$ cat config.mk
export PLATFORM = sky130hd
export DESIGN_NAME = thcc_top
export DESIGN_NICKNAME = d
export VERILOG_FILES = /design/src/rtl/thcc_pkg.sv /design/src/rtl/thcc_avg4.sv /design/src/rtl/thcc_top.sv
export SDC_FILE = /design/constraint.sdc
export NUM_CORES = 1
export LEC_CHECK = 0
export BUFFER_PORTS_ARGS = -buffer_cell sky130_fd_sc_hd__buf_4
export CAP_MARGIN = 20
export CORE_MARGIN = 3
export CORE_UTILIZATION = 50
export DETAILED_ROUTE_END_ITERATION = 8
export PLACE_DENSITY = 0.69
export SLEW_MARGIN = 20
export SYNTH_ARGS = -nofsm -noshare
export SYNTH_HDL_FRONTEND = slang
export SYNTH_SLANG_ARGS = --single-unit
$ cat constraint.sdc
create_clock -name clk_sys -period 24.9 [get_ports clk_sys]
set_clock_uncertainty 0.05 [all_clocks]
set_input_delay 2.49 -clock clk_sys [delete_from_list [all_inputs] [get_ports clk_sys]]
set_output_delay 2.49 -clock clk_sys [all_outputs]
set_load 0.02 [all_outputs]
$ cat src/rtl/thcc_pkg.sv
/*
  package of the thermal channel configuration bank: register offsets, field positions,
  reset values and identification defaults.
  assumes an 8-bit register address space reached by a management bus front end.
*/
package thcc_pkg;
  localparam int          THCC_CHANNELS       = 8;
  localparam logic [7:0]  THCC_OFS_CORR_DIS   = 8'h39;
  localparam logic [7:0]  THCC_OFS_HOT_SEL    = 8'h3A;
  localparam logic [7:0]  THCC_OFS_CH_SETUP   = 8'h3B;
  localparam logic [7:0]  THCC_OFS_AVG_CTRL   = 8'h40;
  localparam logic [7:0]  THCC_OFS_PART       = 8'hFD;
  localparam logic [7:0]  THCC_OFS_MAKER      = 8'hFE;
  localparam logic [7:0]  THCC_OFS_REV        = 8'hFF;
  localparam logic [7:0]  THCC_RST_CFG        = 8'h00;
  localparam logic [7:0]  THCC_MASK_EXT       = 8'hFE;
  localparam logic [7:0]  THCC_MASK_SETUP     = 8'h8E;
  localparam int          THCC_BIT_WATCH      = 7;
  localparam int          THCC_BIT_PAIR6      = 3;
  localparam int          THCC_BIT_PAIR4      = 2;
  localparam int          THCC_BIT_PAIR2      = 1;
  localparam int          THCC_BIT_INT        = 0;
  localparam logic [7:0]  THCC_NO_HOT_HIGH    = 8'h80;
  localparam logic [7:0]  THCC_UNMAPPED_READ  = 8'h00;
  // identification codes: arbitrary neutral values
  localparam logic [7:0]  THCC_PART_DEF       = 8'hA5;
  localparam logic [7:0]  THCC_MAKER_DEF      = 8'h3C;
  localparam logic [7:0]  THCC_REV_DEF        = 8'h02;
endpackage : thcc_pkg

$ cat src/rtl/thcc_avg4.sv
/*
  per-channel 4x running average over the last four readings, with bypass.
  assumes sample_vld marks a new reading for this channel; readings are unsigned codes.
*/
`timescale 1ns/100ps
`default_nettype none
module thcc_avg4 #(
  parameter int W = 11
) (
  input  wire logic         clk_sys,
  input  wire logic         srst,
  input  wire logic         avg_en,
  input  wire logic         sample_vld,
  input  wire logic [W-1:0] sample,
  output logic      [W-1:0] result
);
  typedef struct packed {
    logic [3:0][W-1:0] hist;
    logic [W-1:0]      res;
  } thcc_avg_t;
  thcc_avg_t st_r;
  thcc_avg_t st_nxt;
  logic [W+1:0] sum;

  initial begin
    if (W < 2) $error("thcc_avg4: width too small");
  end

  always_comb begin
    st_nxt = st_r;
    sum    = {2'b00, sample} + {2'b00, st_r.hist[0]} + {2'b00, st_r.hist[1]}
           + {2'b00, st_r.hist[2]};
    if (sample_vld) begin
      st_nxt.hist = {st_r.hist[2:0], sample};
      // averaging off gives the raw reading
      st_nxt.res  = avg_en ? sum[W+1:2] : sample;
    end
  end

  always_ff @(posedge clk_sys) begin
    if (srst) st_r <= '0;
    else      st_r <= st_nxt;
  end

  assign result = st_r.res;
endmodule : thcc_avg4
`default_nettype wire

$ cat src/rtl/thcc_top.sv
/*
  configuration and identification bank of a multi-channel diode temperature monitor,
  with hottest-of comparison, change watch, anti-parallel pair enables and averaging.
  assumes the bus front end gives single-cycle reg_wr/reg_rd strobes with an 8-bit address,
  and that the conversion engine presents one reading per channel with a strobe.
*/
// Notes on behaviour
// - channel bit one disables resistance error correction; zero keeps it on
// - end of conversion compares only selected, active channels for hottest
// - internal channel joins comparison only when select bit zero is one
// - watch bit on: flag when hottest channel differs from last remembered
// - pair-six bit on monitors channels six and seven, else six only
// - pair-four bit on monitors channels four and five, else four only
// - pair-two bit on monitors channels two and three, else two only
// - averaging bit one reports running mean of last four readings
// - three fixed read-only identity bytes at the top three addresses
// - nothing selected makes hottest high byte read sign-only value
// - ties resolve to the earliest channel in measurement order
`timescale 1ns/100ps
`default_nettype none
module thcc_top
  import thcc_pkg::*;
#(
  parameter int         TEMP_W   = 11,
  parameter logic [7:0] PART_ID  = THCC_PART_DEF,
  parameter logic [7:0] MAKER_ID = THCC_MAKER_DEF,
  parameter logic [7:0] REV_ID   = THCC_REV_DEF
) (
  input  wire logic                            clk_sys,
  input  wire logic                            srst,
  input  wire logic                            reg_wr,
  input  wire logic                            reg_rd,
  input  wire logic [7:0]                      reg_addr,
  input  wire logic [7:0]                      reg_wdata,
  output logic      [7:0]                      reg_rdata,
  input  wire logic                            sample_vld,
  input  wire logic [THCC_CHANNELS-1:0][TEMP_W-1:0] sample_temp,
  input  wire logic                            conv_done,
  input  wire logic                            hot_flag_clr,
  output logic      [THCC_CHANNELS-1:0][TEMP_W-1:0] reported_temp,
  output logic      [6:0]                      correction_off,
  output logic      [THCC_CHANNELS-1:0]        channel_active,
  output logic      [TEMP_W-1:0]               hottest_temp,
  output logic      [7:0]                      hottest_high,
  output logic      [7:0]                      hottest_status,
  output logic                                 hottest_change_flag
);
  typedef struct packed {
    logic [7:0]  corr_dis;
    logic [7:0]  hot_sel;
    logic [7:0]  ch_setup;
    logic [7:0]  avg_ctrl;
    logic [7:0]  rdata;
    logic [7:0]  hot_stat;
    logic [7:0]  last_hot;
    logic        have_last;
    logic        chg_flag;
    logic [TEMP_W-1:0] hot_temp;
    logic        none_sel;
  } thcc_state_t;

  thcc_state_t st_r;
  thcc_state_t st_nxt;
  logic [THCC_CHANNELS-1:0] cmp_en;
  logic [THCC_CHANNELS-1:0] act;
  logic [7:0]               pick;
  logic [TEMP_W-1:0]        best;
  logic                     found;
  logic [7:0]               rd_mux;

  initial begin
    if (TEMP_W < 8) $error("thcc_top: TEMP_W must be at least 8");
  end

  // averaging per channel, internal channel never averaged
  genvar g;
  generate
    for (g = 0; g < THCC_CHANNELS; g++) begin : g_ch
      thcc_avg4 #(.W(TEMP_W)) u_avg (
        .clk_sys   (clk_sys),
        .srst      (srst),
        .avg_en    ((g == 0) ? 1'b0 : st_r.avg_ctrl[g]),
        .sample_vld(sample_vld),
        .sample    (sample_temp[g]),
        .result    (reported_temp[g])
      );
    end
  endgenerate

  always_comb begin
    act = '1;
    act[3] = st_r.ch_setup[THCC_BIT_PAIR2];
    act[5] = st_r.ch_setup[THCC_BIT_PAIR4];
    act[7] = st_r.ch_setup[THCC_BIT_PAIR6];
    // external select bits, internal bit zero
    cmp_en = st_r.hot_sel & act;
    pick  = '0;
    best  = '0;
    found = 1'b0;
    // strict greater keeps the earlier channel on a tie
    for (int i = 0; i < THCC_CHANNELS; i++) begin
      if (cmp_en[i] && (!found || (reported_temp[i] > best))) begin
        best  = reported_temp[i];
        pick  = 8'h01 << i;
        found = 1'b1;
      end
    end
  end

  always_comb begin
    unique case (reg_addr)
      THCC_OFS_CORR_DIS: rd_mux = st_r.corr_dis;
      THCC_OFS_HOT_SEL:  rd_mux = st_r.hot_sel;
      THCC_OFS_CH_SETUP: rd_mux = st_r.ch_setup;
      THCC_OFS_AVG_CTRL: rd_mux = st_r.avg_ctrl;
      THCC_OFS_PART:     rd_mux = PART_ID;
      THCC_OFS_MAKER:    rd_mux = MAKER_ID;
      THCC_OFS_REV:      rd_mux = REV_ID;
      default:           rd_mux = THCC_UNMAPPED_READ;
    endcase
  end

  always_comb begin
    st_nxt = st_r;
    if (reg_rd) st_nxt.rdata = rd_mux;
    if (reg_wr) begin
      unique case (reg_addr)
        THCC_OFS_CORR_DIS: st_nxt.corr_dis = reg_wdata & THCC_MASK_EXT;
        THCC_OFS_HOT_SEL:  st_nxt.hot_sel  = reg_wdata;
        THCC_OFS_CH_SETUP: st_nxt.ch_setup = reg_wdata & THCC_MASK_SETUP;
        THCC_OFS_AVG_CTRL: st_nxt.avg_ctrl = reg_wdata & THCC_MASK_EXT;
        default: ;
      endcase
    end
    // clear first so a same-cycle change event wins
    if (hot_flag_clr) st_nxt.chg_flag = 1'b0;
    if (conv_done) begin
      st_nxt.hot_stat = pick;
      st_nxt.hot_temp = found ? best : '0;
      st_nxt.none_sel = !found;
      if (found) begin
        if (st_r.ch_setup[THCC_BIT_WATCH] && st_r.have_last && (pick != st_r.last_hot))
          st_nxt.chg_flag = 1'b1;
        st_nxt.last_hot  = pick;
        st_nxt.have_last = 1'b1;
      end
    end
  end

  always_ff @(posedge clk_sys) begin
    if (srst) begin
      st_r           <= '0;
      st_r.corr_dis  <= THCC_RST_CFG;
      st_r.hot_sel   <= THCC_RST_CFG;
      st_r.ch_setup  <= THCC_RST_CFG;
      st_r.avg_ctrl  <= THCC_RST_CFG;
      st_r.none_sel  <= 1'b1;
    end else begin
      st_r <= st_nxt;
    end
  end

  assign reg_rdata           = st_r.rdata;
  assign correction_off      = st_r.corr_dis[7:1];
  assign channel_active      = act;
  assign hottest_temp        = st_r.hot_temp;
  assign hottest_high        = st_r.none_sel ? THCC_NO_HOT_HIGH
                                             : st_r.hot_temp[TEMP_W-1 -: 8];
  assign hottest_status      = st_r.hot_stat;
  assign hottest_change_flag = st_r.chg_flag;
endmodule : thcc_top
`default_nettype wire

==> results of run 1 <==
-- sequential cells by signal, summed over array words and instances, names as in the netlist --
register and count:
hottest_status 8, g_ch.u_avg.result 88, g_ch.u_avg.st_r 231, hottest_change_flag 1
hottest_temp 11, st_r 26, correction_off 7, reg_rdata 8
channel_active 3
-- per-stage QoR --
step	setup slack (ns)	instances	util
floorplan	11.86	3164	-
global placement	10.08	3846	0.539
detailed placement	9.69	3846	0.539
CTS	9.68	3924	0.568
global route	8.62	3926	0.569
finish	9.65	3927	0.569
-- worst paths after layout --
path,cells past startpoint,startpoint,end,slack [ns]
min reg2reg,2,st_r[13]$_SDFFE_PP0P_,st_r[13]$_SDFFE_PP0P_,0.40
max,53,st_r[54]$_SDFFE_PP0P_,hottest_temp[6]$_SDFFE_PP0P_,9.65
max reg2reg,53,st_r[54]$_SDFFE_PP0P_,hottest_temp[6]$_SDFFE_PP0P_,9.65
min,2,st_r[13]$_SDFFE_PP0P_,st_r[13]$_SDFFE_PP0P_,0.40
-- cell usage after synthesis (6+ instances only) --
cell         n
nor2b_1     18
or3_1       16
a21o_1      61
o21ai_1     11
a21boi_0    14
dfxtp_1    383
a221oi_1    11
or2_2       11
a22o_1      13
buf_1       37
a31oi_1      9
xor2_1      29
nand2b_1     9
xnor2_1     75
a21oi_2     10
o21a_1      12
o2111ai_1    6
nor3_1      41
o21ai_0     85
mux2i_1    297
nand2_1    140
nand3b_1    16
and3_1       9
a41oi_1      8
ha_1       231
clkbuf_1    93
buf_2        6
a21oi_1    184
buf_4      119
o31a_1       7
a2111oi_0    7
o21bai_1    43
o22ai_1      7
nand4_1     16
fa_1        84
inv_1      378
a311oi_1    31
nand3_1     58
and2_1      25
nor2_1     421
a211oi_1    52
inv_2       10
-- final cells by class --
cell class              instances  area [um^2]
fillers                      4686        22400
multi-input cells            2135        16100
flip-flops and latches        383         7670
repair buffers                259         1960
inverters                     389         1460
clock buffers                  58         1230
well taps                     680          851
clock inverters                20          270
diodes                          3         7.51
-- cells by family (layout without fill, tap and decap cells) --
kind of cell | count (synthesis) | in the layout
buf+inv | 646 | 726
flops | 383 | 383
compound gates | 609 | 609
xor+xnor | 104 | 104
simple gates | 800 | 800
other cells | 1 | 8
fa+ha+maj | 315 | 315
mux | 302 | 302
-- metal layers --
metal | wire length [um] | global-route usage | vias to the layer above | share of wire
met5 | 0 | 0 | - | 0
met4 | 2290 | 0.0841 | 0 | 0.033
met3 | 3510 | 0.0363 | 130 | 0.051
met2 | 32000 | 0.400 | 480 | 0.47
met1 | 31000 | 0.312 | 10200 | 0.45
li1 | - | - | 10700 | -
-- worst max-delay path, delay by kind of cell (launching register included) --
kind	cells	cell delay (ns)
buffers and inverters	3	0.51
AOI/OAI and AO/OA	22	4.90
muxes	2	0.84
and+or+nand+nor	19	5.87
DFF	1	0.77
adders and majority gates	7	2.20
-- cell usage in the layout (no fill, tap or decap), types with 45 or more instances in the layout --
cell type  instances
nor2_1           421
dfxtp_1          383
inv_1            378
mux2i_1          297
buf_4            257
ha_1             231
a21oi_1          184
nand2_1          140
o21ai_0           85
fa_1              84
xnor2_1           75
a21o_1            61
nand3_1           58
a211oi_1          52
clkbuf_16         45
-- report_power, final --
part / internal, mW / leakage (nW) / switching, mW / total [mW]
Combinational: 0.157 / 9.89 / 0.194 / 0.350
Sequential: 0.637 / 3.13 / 0.0325 / 0.669
Clock: 0.411 / 0.740 / 0.266 / 0.677
==> out/metrics.cfg, run 1 <==
[logic_synthesis]
synth_mux_area_frac = 0.114
synthXorXnorAreaFrac = 0.0342
synth_cell_types = 75
synth-compound-area-share = 0.151
yosys_warnings = 0
synth_top_area_frac = 0.288
synth-simple-area-share = 0.134
synth-seq-area-share = 0.288
syn-cell-area_um2 = 26700
yosysTopAreaCell = dfxtp_1
synthTopCellsByArea = dfxtp_1 29%, mux2i_1 11%, ha_1 11%, fa_1 6.3%, nor2_1 5.9%
synth_area_per_cell_um2 = 8.44
synth-seq-cells = 383
dominantRegCellSynth = dfxtp_1
async_reset_ff_frac = 0
synth_top_family_by_area = adder cells
synthAdderAreaFrac = 0.172
syn_inst = 3160
synth_edf_count = 0

[clocking]
htree_levels = 2
post_cts_buffers = 0
clock_latency_ns = 0.57
numCtsBuffers = 44
cts_tree = done
ctsHoldBuffers = 0
cts.clk_slew.worst_paths_ns = 0.06
clock_tree.root_cell = clkbuf_16
ctsResizeCount = 0
cts_max_path_buffers = 3
cts_num_sinks = 383

[worst_setup_path]
required_ns = 25.34
critPathCaptureType = register
crit_top_cell = ha_1
path_class = reg2reg
crit_slowest_cell = nor2_1
critPathLaunchType = register
crit_fanout = 29
crit_path_max_incr_delay_ns = 0.80
arrival_ns = 15.69

[place]
post_dp_cell_area_um2 = 28100
dp_hpwl_um = 53100
io_buffer_count = 244
place.gp.congestion = 0.855

[min_path]
worstHoldPathType = reg2reg

[final_layout]
final_area_um2 = 29600
final_layout_size_suffix_gt1_frac = 0.117
final_nets = 3638
areaGrowthSynthToFinish_pct = 11.0

[die]
io_pins = 250
design.core.area_um2 = 52000
die-area_um2 = 56100
die_w_um = 237
rows = 83
initial_core_util = 0.512
die_h_um = 237

[sta]
tightest_slew_ns = 1.07
holdWs_ns = 0.404
hold_violations = 0
finalWorstPathRequiredPeriod_ns = 15.25
final.period_utilization = 0.612
grt_setup_unrepaired = false
fmaxAchievable_ghz = 0.0656
setup_tns_ns = 0
maxSlewViolCount = 0
slew_headroom = 0.287
finalSetupViolCount = 0

[pwr]
total_power_mw = 1.70
p_leak_nw = 13.8
power_density_nw_per_um2 = 57.3
irDropWorstVdd_mv = 0.0810

[routing]
drt-total-wl_um = 68800
postRouteAntennaNets = 0
via_per_inst = 5.48
drtPass1Iterations = 6
wl_per_cell_um = 17.5
vias = 21500
drtIter0Drc = 1454
drcViolationCount = 0

[global_route]
antenna_found_initial = 2
grt.total_usage = 0.238
grt_max_degree = 127
grt_pass1_wl_um = 110000
grt_pass1_vias = 21000
grt-ovfl-total = 0

[status]
outcome = finished clean

[flow_run]
max_cap_violations = 0

No activity file was read; power rests on OpenSTA's default activity.
==> inputs of run 2 (changes only) <==
--- a/config.mk
+++ b/config.mk
@@ -5,6 +5,7 @@
 export SDC_FILE = /design/constraint.sdc
 export NUM_CORES = 1
 export LEC_CHECK = 0
+export ABC_AREA = 1
 export BUFFER_PORTS_ARGS = -buffer_cell sky130_fd_sc_hd__buf_4
 export CAP_MARGIN = 20
 export CORE_MARGIN = 3
==> constraint.sdc (replaced) <==
create_clock -name clk_sys -period 15.07 [get_ports clk_sys]
set_clock_uncertainty 0.05 [all_clocks]
set_input_delay 1.507 -clock clk_sys [delete_from_list [all_inputs] [get_ports clk_sys]]
set_output_delay 1.507 -clock clk_sys [all_outputs]
set_load 0.02 [all_outputs]
==> run 2 against run 1 <==
Against the previous run: die area down 2.5%; flip-flop and latch count unchanged; clock-buffer cell count up 13; global-route usage up 0.96 points; first-iteration DRC count up 1.2%; synthesized cell count up 11%; utilization down 0.14 points.
==> out/metrics.cfg, run 2 <==
[clocking]
ctsResizeCount = 0  ; unchanged
ctsHoldBuffers = 0  ; unchanged
cts_tree = done
htree_levels = 2  ; unchanged
post_cts_buffers = 0  ; unchanged
cts_max_path_buffers = 3  ; unchanged
clock_latency_ns = 0.58  ; about the same
numCtsBuffers = 46  ; +4.5%
cts_num_sinks = 383  ; unchanged
cts.clk_slew.worst_paths_ns = 0.06  ; about the same
clock_tree.root_cell = clkbuf_16

[final_layout]
layout_common_cells = 509 x inv_1, 474 x a21oi_1, 462 x nand2_1
top_register = g_ch.u_avg.st_r
regArea_um2 = 7670  ; unchanged
instances_no_fill = 4255  ; +8.4%
diodes = 0  ; -3
final_area_um2 = 28700  ; -2.8%
fill_cells = 4828  ; +3.0%
areaGrowthSynthToFinish_pct = 10.7
layout_commonest_cell = inv_1
multi_input_area_um2 = 14800  ; -7.9%
largest_register_ff_count = 231  ; unchanged
final_nets = 3976  ; +9.3%
final_layout_size_suffix_gt1_frac = 0.107  ; -0.00997

[pwr]
irDropWorstVdd_mv = 0.0844  ; +4.1%
power_density_nw_per_um2 = 107  ; +87%
p_leak_nw = 13.5  ; -1.6%

[min_path]
worstHoldPathType = reg2reg
holdPathStages = 2  ; unchanged

[worst_setup_path]
r2r_setup_slack_ns = 2.26  ; -7.40 ns
arrival_ns = 13.19  ; -2.50 ns
crit_path_max_incr_delay_ns = 0.64  ; -0.16 ns
crit_top_cell = nand2_1
crit_fanout = 29  ; unchanged
critPathCaptureType = register
worstRegToRegCells = 81  ; +53%
path_class = reg2reg
required_ns = 15.44  ; -9.90 ns
reg2reg_to = hottest_change_flag$_SDFF_PP0_
crit_slowest_cell = dfxtp_1
timing.rr.start = st_r[54]$_SDFFE_PP0P_
critPathLaunchType = register
cp-endpoint = hottest_change_flag$_SDFF_PP0_
crit_start = st_r[54]$_SDFFE_PP0P_

[routing]
postRouteAntennaNets = 0  ; unchanged
drtPass1Iterations = 5  ; -1
drcViolationCount = 0  ; unchanged
vias = 22300  ; +3.8%
drt-total-wl_um = 68500  ; -0.45%
via_per_inst = 5.24  ; -4.2%
drtIter0Drc = 1471  ; +1.2%
wl_per_cell_um = 16.1  ; -8.1%

[global_route]
antenna_found_initial = 0  ; -2
use_met3 = 0.0445  ; +0.00812
grt_busiest_layer = met2
grt_max_degree = 139  ; +9.4%
grt_pass1_wl_um = 109000  ; -0.41%
grt-ovfl-total = 0  ; unchanged
grt.total_usage = 0.248  ; +0.00960
grtUsageMet2 = 0.393  ; -0.00674
grt_use_met1 = 0.354  ; +0.0418
grt_pass1_vias = 20400  ; -2.9%

[logic_synthesis]
dominantRegCellSynth = dfxtp_1
synthMostInstantiatedCell = inv_1
synth-seq-area-share = 0.295  ; +0.00774
synth-seq-cells = 383  ; unchanged
synth_area_per_cell_um2 = 7.38  ; -13%
synth_edf_count = 0  ; unchanged
synth_top_area_frac = 0.295  ; +0.00774
syn_inst = 3517  ; +11%
syn-cell-area_um2 = 26000  ; -2.6%
async_reset_ff_frac = 0  ; unchanged
synth_top_cells_by_count = 509 x inv_1, 474 x a21oi_1, 462 x nand2_1
synthTopCellsByArea = dfxtp_1 30%, ha_1 11%, a21oi_1 9.1%, inv_1 7.4%, o21ai_0 6.8%
yosys_warnings = 0  ; unchanged
yosysTopAreaCell = dfxtp_1
synth_cell_types = 51  ; -32%

[sta]
worst_slack_ns = 2.26  ; -7.40 ns
maxSlewViolCount = 0  ; unchanged
grt_setup_unrepaired = false
hold_violations = 0  ; unchanged
setup_tns_ns = 0  ; unchanged
finalWorstPathRequiredPeriod_ns = 12.81  ; -2.43 ns
tightest_slew_ns = 0.983  ; -0.0865 ns
final.period_utilization = 0.850  ; +0.238
fmaxAchievable_ghz = 0.0780  ; +19%
slew_headroom = 0.344  ; +0.0576
holdWs_ns = 0.408  ; +0.00329 ns
finalSetupViolCount = 0  ; unchanged

[die]
die-area_um2 = 54700  ; -2.5%
die_w_um = 234  ; -1.3%
rows = 82  ; -1.2%
design.core.area_um2 = 50700  ; -2.6%
initial_core_util = 0.512  ; about the same
io_pins = 250  ; unchanged
die_h_um = 234  ; -1.3%

[place]
dpl.cell_count = 4174  ; +8.5%
dpl_worst_slack_ns = 2.51  ; -7.18 ns
io_buffer_count = 244  ; unchanged
post_dp_cell_area_um2 = 27200  ; -3.0%
dp_hpwl_um = 50900  ; -4.1%
place.gp.congestion = 0.929  ; +8.7%

[status]
outcome = finished clean

[flow_run]
max_cap_violations = 0  ; unchanged

-- run 2: cell count changes after synthesis, moves of 131 or more --
cell	before	now
mux2i_1	297	0
inv_1	378	509
nand2_1	140	462
a21oi_1	184	474
o21ai_0	85	352
nor2_1	421	250
-- run 2: worst max-delay path: cells and delay by family, from the launching register on --
kind / cells / cell delay [ns]
simple gates: 61 / 7.85
fa+ha+maj: 7 / 1.92
compound gates: 9 / 1.50
buf+inv: 4 / 0.70
flops: 1 / 0.64
-- run 2: how the worst min path moves through the flow --
stage,start,end,slack (ns)
after floorplan,st_r[13]$_SDFFE_PP0P_,st_r[13]$_SDFFE_PP0P_,0.39
after global placement,st_r[13]$_SDFFE_PP0P_,st_r[13]$_SDFFE_PP0P_,0.40
after detailed placement,st_r[13]$_SDFFE_PP0P_,st_r[13]$_SDFFE_PP0P_,0.40
after CTS,st_r[13]$_SDFFE_PP0P_,st_r[13]$_SDFFE_PP0P_,0.41
after global routing,st_r[13]$_SDFFE_PP0P_,st_r[13]$_SDFFE_PP0P_,0.44
final,st_r[13]$_SDFFE_PP0P_,st_r[13]$_SDFFE_PP0P_,0.41
-- run 2: final cells by class --
class | instances | share of cell area
tap | 672 | 0.0292
clock buffer | 71 | 0.0486
sequential | 383 | 0.267
inverter | 520 | 0.0683
multi-input combinational | 2347 | 0.517
clock inverter | 10 | 0.00457
timing repair buffer | 252 | 0.0660
-- run 2: power by group --
| group | internal [mW] | leakage (nW) | total (mW) | switching [mW] |
|---|---|---|---|---|
| sequential | 1.07 | 3.16 | 1.12 | 0.0508 |
| combinational | 0.347 | 9.63 | 0.844 | 0.497 |
| clock | 0.685 | 0.752 | 1.12 | 0.439 |
-- run 2: cell families after synthesis --
kind of cell,share of synthesized area
AOI/OAI and AO/OA,0.203
and+or+nand+nor,0.154
buffers and inverters,0.133
DFF,0.295
adders and majority gates,0.176
xor gates and xnor gates,0.0381
other,0.000144
-- run 2: per-stage QoR --
step                       util  total power, mW
after CTS                 0.567             3.11
after detailed placement  0.537             1.98
after global placement    0.537             1.97
after floorplan               -             1.79
after global routing      0.567             3.29
final                     0.567             3.09
-- run 2: routing by layer --
metal,share of wire,wire (um),vias to the layer above
met4,0.018,1240,0
met1,0.47,32300,10200
met3,0.068,4630,87
met5,0,0,-
li1,-,-,11500
met2,0.44,30300,536
